$ cat config.mk
export PLATFORM = sky130hd
export DESIGN_NAME = sd_host_command_setup
export DESIGN_NICKNAME = d
export VERILOG_FILES = /design/src/verilog/sd_cmd_setup_pkg.sv /design/src/verilog/sd_host_command_setup.sv
export SDC_FILE = /design/constraint.sdc
export NUM_CORES = 1
export LEC_CHECK = 0
export ABC_AREA = 1
export BUFFER_PORTS_ARGS = -buffer_cell sky130_fd_sc_hd__buf_2
export CORE_AREA = 5 5 112 114
export CTS_BUF_LIST = sky130_fd_sc_hd__clkbuf_16
export CTS_CLUSTER_SIZE = 20
export DETAILED_ROUTE_END_ITERATION = 6
export DIE_AREA = 0 0 117 119
export PLACE_DENSITY = 0.88
export SYNTH_ARGS = -nofsm -noshare
export SYNTH_HDL_FRONTEND = slang
export SYNTH_SLANG_ARGS = --single-unit
$ cat constraint.sdc
create_clock -name SYS_CLK -period 4.6 [get_ports SYS_CLK]
set_clock_uncertainty 0.1 [all_clocks]
set_input_delay 0.46 -clock SYS_CLK [delete_from_list [all_inputs] [get_ports SYS_CLK]]
set_output_delay 0.46 -clock SYS_CLK [all_outputs]
set_load 0.01 [all_outputs]
$ cat src/verilog/sd_cmd_setup_pkg.sv
/*
 * Constants for the command and transfer setup register bank of the
 * card host: byte offsets, field positions, reset values, codes.
 * Assumes a 32-bit register bus with byte addresses.
 */
package sd_cmd_setup_pkg;

    // Register byte offsets
    localparam logic [11:0] OFS_LENGTH = 12'h0204;
    localparam logic [11:0] OFS_ARG    = 12'h0208;
    localparam logic [11:0] OFS_CMD    = 12'h020C;

    // Reset values
    localparam logic [31:0] RST_LENGTH = 32'h0000_0000;
    localparam logic [31:0] RST_ARG    = 32'h0000_0000;
    localparam logic [31:0] RST_CMD    = 32'h0000_0000;

    // Length register fields
    localparam int COUNT_LSB = 16;
    localparam int SIZE_W    = 11;

    // Command register fields
    localparam int INDEX_LSB = 24;
    localparam int TYPE_LSB  = 22;
    localparam int DP_BIT    = 21;
    localparam int INDEX_CHECK_ENABLE_BIT  = 20;
    localparam int RESPONSE_CRC_CHECK_ENABLE_BIT  = 19;
    localparam int RSP_LSB   = 16;
    localparam int MULTI_BLOCK_SELECT_BIT  = 5;
    localparam int TRANSFER_DIRECTION_BIT  = 4;
    localparam int BCE_BIT   = 1;
    localparam int DE_BIT    = 0;

    // Writable bits; all others read as zero
    localparam logic [31:0] LENGTH_MASK = 32'hFFFF_07FF;
    localparam logic [31:0] CMD_MASK    = 32'h3FFB_0033;

    // Command type codes
    localparam logic [1:0] CTYPE_NORMAL  = 2'h0;
    localparam logic [1:0] CTYPE_SUSPEND = 2'h1;
    localparam logic [1:0] CTYPE_SELECT  = 2'h2;
    localparam logic [1:0] CTYPE_ABORT   = 2'h3;

    // Response kind codes
    localparam logic [1:0] RSP_NONE    = 2'h0;
    localparam logic [1:0] RSP_136     = 2'h1;
    localparam logic [1:0] RSP_48      = 2'h2;
    localparam logic [1:0] RSP_48_BUSY = 2'h3;

    // Documented largest block, bytes
    localparam int MAX_BLOCK_BYTES = 1024;

endpackage : sd_cmd_setup_pkg

$ cat src/verilog/sd_host_command_setup.sv
/*
 * Command and transfer setup registers of a card host controller,
 * reached over a classic Wishbone slave. Holds block length, count,
 * argument, command and transfer mode; launches commands and counts
 * blocks down as card bytes pass.
 * Assumes the card clock and byte strobe arrive unsynchronised, and
 * that the command and data engines take the launch pulse and fields.
 */
`timescale 1ns/1ps
`default_nettype none

module sd_host_command_setup #(
    parameter int MAX_BLOCK_BYTES = sd_cmd_setup_pkg::MAX_BLOCK_BYTES
) (
    input  wire logic        SYS_CLK,
    input  wire logic        RESET,
    input  wire logic        CLK_EN,
    input  wire logic        WB_CYC_I,
    input  wire logic        WB_STB_I,
    input  wire logic        WB_WE_I,
    input  wire logic [11:0] WB_ADR_I,
    input  wire logic [3:0]  WB_SEL_I,
    input  wire logic [31:0] WB_DAT_I,
    output logic      [31:0] WB_DAT_O,
    output logic             WB_ACK_O,
    input  wire logic        CARD_CLK,
    input  wire logic        CARD_BYTE,
    output logic             CMD_START,
    output logic      [5:0]  COMMAND_NUMBER,
    output logic      [31:0] COMMAND_ARGUMENT_VALUE,
    output logic      [1:0]  COMMAND_TYPE,
    output logic      [1:0]  RESPONSE_KIND,
    output logic             INDEX_CHECK_ENABLE,
    output logic             RESPONSE_CRC_CHECK_ENABLE,
    output logic             DATA_PRESENT_SELECT,
    output logic             TRANSFER_DIRECTION,
    output logic             MULTI_BLOCK_SELECT,
    output logic             BLOCK_COUNT_ENABLE,
    output logic             DMA_REQUEST_ENABLE,
    output logic      [10:0] BLOCK_SIZE_BYTES,
    output logic             TRANSFER_BUSY,
    output logic             BLOCK_DONE,
    output logic             TRANSFER_DONE
);

    if (MAX_BLOCK_BYTES < 1 || MAX_BLOCK_BYTES > 2047) begin : g_check
        $error("MAX_BLOCK_BYTES must fit the 11-bit size field");
    end

    localparam logic [10:0] MAX_SIZE = 11'(MAX_BLOCK_BYTES);

    typedef enum logic [1:0] {
        ST_IDLE = 2'b01,
        ST_RUN  = 2'b10
    } xfer_state_t;

    // Byte-lane merge of a write into a register, masked to its live bits
    function automatic logic [31:0] merge(input logic [31:0] old_val,
                                          input logic [31:0] wdat,
                                          input logic [3:0]  sel,
                                          input logic [31:0] mask);
        logic [31:0] res;
        res = old_val;
        for (int i = 0; i < 4; i++) begin
            if (sel[i]) begin
                res[i*8 +: 8] = wdat[i*8 +: 8];
            end
        end
        return res & mask;
    endfunction : merge

    logic [31:0] length_reg;
    logic [31:0] arg_reg;
    logic [31:0] cmd_reg;
    logic        ack_reg;
    logic [31:0] rdata_reg;
    logic        start_reg;
    logic        block_done_reg;
    logic        xfer_done_reg;
    xfer_state_t state_reg;
    logic [10:0] byte_cnt_reg;
    logic        clk_s1_reg;
    logic        clk_s2_reg;
    logic        clk_s3_reg;
    logic        byte_s1_reg;
    logic        byte_s2_reg;

    logic        req;
    logic        wr_commit;
    logic        hit_length;
    logic        hit_arg;
    logic        hit_cmd;
    logic        busy;
    logic        launch;
    logic [31:0] cmd_next;
    logic [15:0] count;
    logic [10:0] size;
    logic [10:0] eff_size;
    logic        counted;
    logic        byte_tick;
    logic        block_end;
    logic        last_block;
    logic        has_data;
    logic        stop_cmd;

    assign req        = WB_CYC_I && WB_STB_I;
    // A write lands on the edge where the master sees ack
    assign wr_commit  = CLK_EN && req && WB_WE_I && ack_reg;
    assign hit_length = WB_ADR_I == sd_cmd_setup_pkg::OFS_LENGTH;
    assign hit_arg    = WB_ADR_I == sd_cmd_setup_pkg::OFS_ARG;
    assign hit_cmd    = WB_ADR_I == sd_cmd_setup_pkg::OFS_CMD;
    assign busy       = state_reg == ST_RUN;

    assign count    = length_reg[sd_cmd_setup_pkg::COUNT_LSB +: 16];
    assign size     = length_reg[sd_cmd_setup_pkg::SIZE_W-1:0];
    assign eff_size = (size > MAX_SIZE) ? MAX_SIZE : size;
    assign counted  = cmd_reg[sd_cmd_setup_pkg::MULTI_BLOCK_SELECT_BIT]
                      && cmd_reg[sd_cmd_setup_pkg::BCE_BIT];

    assign cmd_next = merge(cmd_reg, WB_DAT_I, WB_SEL_I, sd_cmd_setup_pkg::CMD_MASK);
    assign launch   = wr_commit && hit_cmd && WB_SEL_I[3];

    assign has_data = cmd_next[sd_cmd_setup_pkg::DP_BIT] && (eff_size != 11'h000)
                      && !(cmd_next[sd_cmd_setup_pkg::MULTI_BLOCK_SELECT_BIT]
                           && cmd_next[sd_cmd_setup_pkg::BCE_BIT]
                           && count == 16'h0000);

    assign stop_cmd = cmd_next[sd_cmd_setup_pkg::TYPE_LSB +: 2] == sd_cmd_setup_pkg::CTYPE_SUSPEND
                      || cmd_next[sd_cmd_setup_pkg::TYPE_LSB +: 2]
                         == sd_cmd_setup_pkg::CTYPE_ABORT;

    assign byte_tick  = busy && clk_s2_reg && !clk_s3_reg && byte_s2_reg;
    assign block_end  = byte_tick && (byte_cnt_reg + 11'h001 == eff_size);
    // uncounted multi-block never ends by itself
    assign last_block = !cmd_reg[sd_cmd_setup_pkg::MULTI_BLOCK_SELECT_BIT]
                        || (counted && count == 16'h0001);

    // Card clock and byte strobe: two flops before any use
    always_ff @(posedge SYS_CLK) begin
        if (RESET) begin
            clk_s1_reg  <= 1'b0;
            clk_s2_reg  <= 1'b0;
            clk_s3_reg  <= 1'b0;
            byte_s1_reg <= 1'b0;
            byte_s2_reg <= 1'b0;
        end else if (CLK_EN) begin
            clk_s1_reg  <= CARD_CLK;
            clk_s2_reg  <= clk_s1_reg;
            clk_s3_reg  <= clk_s2_reg;
            byte_s1_reg <= CARD_BYTE;
            byte_s2_reg <= byte_s1_reg;
        end
    end

    // Bus answer: one ack per request, dropped the cycle after
    always_ff @(posedge SYS_CLK) begin
        if (RESET) begin
            ack_reg   <= 1'b0;
            rdata_reg <= 32'h0000_0000;
        end else if (CLK_EN) begin
            ack_reg <= req && !ack_reg;
            if (req && !ack_reg) begin
                unique case (1'b1)
                    hit_length: rdata_reg <= length_reg;
                    hit_arg:    rdata_reg <= arg_reg;
                    hit_cmd:    rdata_reg <= cmd_reg;
                    default:    rdata_reg <= 32'h0000_0000;
                endcase
            end
        end
    end

    // Length register: software writes, hardware counts down
    always_ff @(posedge SYS_CLK) begin
        if (RESET) begin
            length_reg <= sd_cmd_setup_pkg::RST_LENGTH;
        end else if (CLK_EN) begin
            if (block_end && counted) begin
                length_reg[sd_cmd_setup_pkg::COUNT_LSB +: 16] <= count - 16'h0001;
            end else if (wr_commit && hit_length && !busy) begin
                length_reg <= merge(length_reg, WB_DAT_I, WB_SEL_I,
                                    sd_cmd_setup_pkg::LENGTH_MASK);
            end
        end
    end

    // Argument register
    always_ff @(posedge SYS_CLK) begin
        if (RESET) begin
            arg_reg <= sd_cmd_setup_pkg::RST_ARG;
        end else if (CLK_EN && wr_commit && hit_arg) begin
            arg_reg <= WB_DAT_I & 32'hFFFF_FFFF;
            for (int i = 0; i < 4; i++) begin
                if (!WB_SEL_I[i]) begin
                    arg_reg[i*8 +: 8] <= arg_reg[i*8 +: 8];
                end
            end
        end
    end

    // Command register: command half always, mode half only when idle
    always_ff @(posedge SYS_CLK) begin
        if (RESET) begin
            cmd_reg <= sd_cmd_setup_pkg::RST_CMD;
        end else if (CLK_EN && wr_commit && hit_cmd) begin
            cmd_reg[31:16] <= cmd_next[31:16];
            if (!busy) begin
                cmd_reg[15:0] <= cmd_next[15:0];
            end
        end
    end

    // Transfer sequencing
    always_ff @(posedge SYS_CLK) begin
        if (RESET) begin
            state_reg     <= ST_IDLE;
            byte_cnt_reg  <= 11'h000;
            xfer_done_reg <= 1'b0;
        end else if (CLK_EN) begin
            xfer_done_reg <= 1'b0;
            unique case (state_reg)
                ST_IDLE: begin
                    byte_cnt_reg <= 11'h000;
                    if (launch && cmd_next[sd_cmd_setup_pkg::DP_BIT]) begin
                        if (has_data) begin
                            state_reg <= ST_RUN;
                        end else begin
                            xfer_done_reg <= 1'b1;
                        end
                    end
                end
                ST_RUN: begin
                    if (launch && stop_cmd) begin
                        state_reg     <= ST_IDLE;
                        xfer_done_reg <= 1'b1;
                    end else if (block_end) begin
                        byte_cnt_reg <= 11'h000;
                        if (last_block) begin
                            state_reg     <= ST_IDLE;
                            xfer_done_reg <= 1'b1;
                        end
                    end else if (byte_tick) begin
                        byte_cnt_reg <= byte_cnt_reg + 11'h001;
                    end
                end
                default: begin
                    state_reg <= ST_IDLE;
                end
            endcase
        end
    end

    // Event pulses
    always_ff @(posedge SYS_CLK) begin
        if (RESET) begin
            start_reg      <= 1'b0;
            block_done_reg <= 1'b0;
        end else if (CLK_EN) begin
            start_reg      <= launch;
            block_done_reg <= block_end;
        end
    end

    assign WB_ACK_O = ack_reg;
    assign WB_DAT_O = rdata_reg;

    assign CMD_START = start_reg;
    assign COMMAND_NUMBER = cmd_reg[sd_cmd_setup_pkg::INDEX_LSB +: 6];
    assign COMMAND_ARGUMENT_VALUE = arg_reg;
    assign COMMAND_TYPE = cmd_reg[sd_cmd_setup_pkg::TYPE_LSB +: 2];
    assign RESPONSE_KIND = cmd_reg[sd_cmd_setup_pkg::RSP_LSB +: 2];
    assign INDEX_CHECK_ENABLE = cmd_reg[sd_cmd_setup_pkg::INDEX_CHECK_ENABLE_BIT];
    assign RESPONSE_CRC_CHECK_ENABLE = cmd_reg[sd_cmd_setup_pkg::RESPONSE_CRC_CHECK_ENABLE_BIT];
    assign DATA_PRESENT_SELECT = cmd_reg[sd_cmd_setup_pkg::DP_BIT];
    assign TRANSFER_DIRECTION = cmd_reg[sd_cmd_setup_pkg::TRANSFER_DIRECTION_BIT];
    assign MULTI_BLOCK_SELECT = cmd_reg[sd_cmd_setup_pkg::MULTI_BLOCK_SELECT_BIT];
    assign BLOCK_COUNT_ENABLE = cmd_reg[sd_cmd_setup_pkg::BCE_BIT];
    assign DMA_REQUEST_ENABLE = cmd_reg[sd_cmd_setup_pkg::DE_BIT];
    assign BLOCK_SIZE_BYTES = size;
    assign TRANSFER_BUSY = busy;
    assign BLOCK_DONE = block_done_reg;
    assign TRANSFER_DONE = xfer_done_reg;

endmodule : sd_host_command_setup

`default_nettype wire

==> results.cfg <==
[outcome]
status = finished, final reports clean

[global_routing]
track_usage_pct = 28.5
antenna_found_initial = 2
grt.overflow.total = 0
grt_max_degree = 72
grt_pass1_wl_um = 31400
grt_pass1_vias = 6363

[timing]
final-max-slew-violation-count = 0
slew_headroom_pct = 31.0
setup-violations-final = 0
period_needed_ns = 3.08
tns_ns = 0
fmax_mhz = 325
period_share_pct = 66.9
worstMarginPinSlew_ns = 1.03
whs_ns = 0.163
hold_violations = 0
rsz0062_at_grt = no

[placed_design]
gp_congestion = 0.984
place_hpwl_um = 14300
place.port_buffers = 152

[floorplanning]
ios = 153
fp.dieW_um = 117
row_count = 39
fp.dieH_um = 119
core-area_um2 = 11300
dieArea_um2 = 13900
start_util_pct = 57.3

[power]
ir_drop_uv = 254
p_total_mw = 2.51
powerDensity_nw_per_um2 = 323
power.leakage_nw = 3.53

[clock_network]
htree_levels = 4
clkLatencyLatePin_ns = 0.43
cts_tree = built
clkSlewWorstSetupHoldPaths_ns = 0.06
ctsResizeCount = 0
cts_sinks = 130
hold_buffers = 0
cts_made_buffers = 17
post_cts_buffers = 0
clockRootBuffer = clkbuf_16
cts_buffer_depth = 2

[final_layout]
drive_gt1_share_pct = 19.3
most-common-layout-cells = nand2_1, buf_2, dfxtp_1
fillers = 931
layout_commonest_cell = nand2_1
regArea_um2 = 2600
multi_input_area_um2 = 3180
areaGrowthSynthToFinish_pct = 19.4
final_net_count = 1123

[route]
wirelength_um = 20000
dr.pass1.iters = 5
postRouteAntennaNets = 0
via_per_inst = 5.70
vias = 6949
first_iter_violations = 717
drc = 0
routedWlPerCell_um = 16.4

[yosys]
ys_seq_area_share_pct = 40.1
syn_area_um2 = 6490
synth_flop_cell = dfxtp_1
yosysUniqueCellTypes = 38
synth_area_leaders = dfxtp_1, nand2_1, a21oi_1, inv_1, nor2_1
async_reset_ff_share_pct = 0
yosys.area.top_type = dfxtp_1
yosys_warnings = 0
synth_fp_nets = 1001
synth_top_area_share_pct = 40.1
ys_ff_latch = 130
synth_edf_count = 0
syn_inst = 940
syn_avg_cell_area_um2 = 6.91

[critical_path]
cp.arrival_ns = 3.29
path_class = flip-flop to flip-flop
worstPathMaxFanout = 20
crit_chain = inv_1, ha_1, nand2_1, nor3_1, nand2_1, nor2_1, nand2_1, nor2_2, nand3_2, o21ai_0, nand2_2, nor2_1, nor2_1
slowest_delay_ns = 0.55
slowest_stage = ha_1
startpoint_type = flip-flop
rr_endpoint = length_reg[28]$_SDFFE_PP0P_
reg2reg_depth = 13
cp.required_ns = 4.82
r2r_slack_ns = 1.52
cp-end-kind = flip-flop
reg2reg_from = state_reg[0]$_SDFFE_PP1P_

[worst_hold_path]
hold_class = input pin to flip-flop
hold_depth = 3
min_from = CARD_BYTE
hold_end = byte_s1_reg$_SDFFE_PP0P_

[run]
cap_violations = 0
[critical path, delay by kind of cell, from the launching register on]
kind                       cells  cell delay, ns
and+or+nand+nor               10            1.63
adders and majority gates      1            0.55
DFF                            1            0.32
AOI/OAI and AO/OA              1            0.27
buffers and inverters          1            0.07
[synth_stat cells, types with 4 or more instances]
library cell	n
nor2_1	99
o211ai_1	4
nand3_1	46
nand2_2	6
buf_4	12
a21oi_1	99
inv_1	112
clkbuf_1	34
nand4_1	19
mux2i_1	4
xor2_1	17
o21ai_1	6
ha_1	5
o21ai_0	73
buf_6	4
a211oi_1	5
nand2_1	207
o221ai_1	14
o22ai_1	6
dfxtp_1	130
nor3_1	10
[stage by stage]
stage	instance area, um^2	util, %	std cells	worst slack, ns
detailed placement	7190	63.5	1186	1.65
global placement	7190	63.5	1186	1.87
finish	7750	68.5	1219	1.52
floorplan	6490	-	940	2.36
CTS	7750	68.5	1218	1.62
global route	7750	68.5	1218	1.21
[cell families (layout without fill, tap and decap cells)]
group	Yosys count	in the layout	synth area share (%)
AO/OA/AOI/OAI	212	212	18.1
XOR/XNOR	21	21	3.26
adder cells (fa/ha/maj)	5	5	0.964
buffers and inverters	170	305	11.0
flip-flops	130	130	40.1
multiplexers	4	4	0.617
other	0	1	0
AND/OR/NAND/NOR	398	398	25.9
[layer usage]
layer	vias to the layer above	global-route usage [%]	wire length, um
met5	-	0	22
met4	4	15.1	840
met3	67	6.54	2020
met2	389	45.8	9390
met1	3175	35.2	7690
li1	3314	-	-
[cell type report]
type | count | share of cell area [%]
Antenna cell | 1 | 0.0323
Clock buffer | 17 | 5.49
Clock inverter | 15 | 1.74
Inverter | 116 | 5.62
Multi-Input combinational cell | 640 | 41.0
Sequential cell | 130 | 33.6
Tap cell | 143 | 2.31
Timing Repair Buffer | 157 | 10.3
[worst max-delay path by stage]
stage               slack [ns]  cells past startpoint                       from                          end
floorplan                 2.36                     16  state_reg[0]$_SDFFE_PP1P_  length_reg[16]$_SDFFE_PP0P_
global placement          1.87                     13  state_reg[0]$_SDFFE_PP1P_  length_reg[26]$_SDFFE_PP0P_
detailed placement        1.65                     13  state_reg[0]$_SDFFE_PP1P_  length_reg[28]$_SDFFE_PP0P_
CTS                       1.62                     13  state_reg[0]$_SDFFE_PP1P_  length_reg[28]$_SDFFE_PP0P_
global route              1.21                     14  state_reg[0]$_SDFFE_PP1P_  length_reg[24]$_SDFFE_PP0P_
finish                    1.52                     13  state_reg[0]$_SDFFE_PP1P_  length_reg[28]$_SDFFE_PP0P_
[report_power, final]
group | switching, mW | leakage, nW | total (mW) | internal, mW
Clock | 0.534 | 0.269 | 1.28 | 0.745
Sequential | 0.00210 | 1.05 | 1.13 | 1.13
Combinational | 0.0651 | 2.21 | 0.0948 | 0.0297
Total | 0.601 | 3.53 | 2.51 | 1.90
Power figures use the tool's default switching activity.
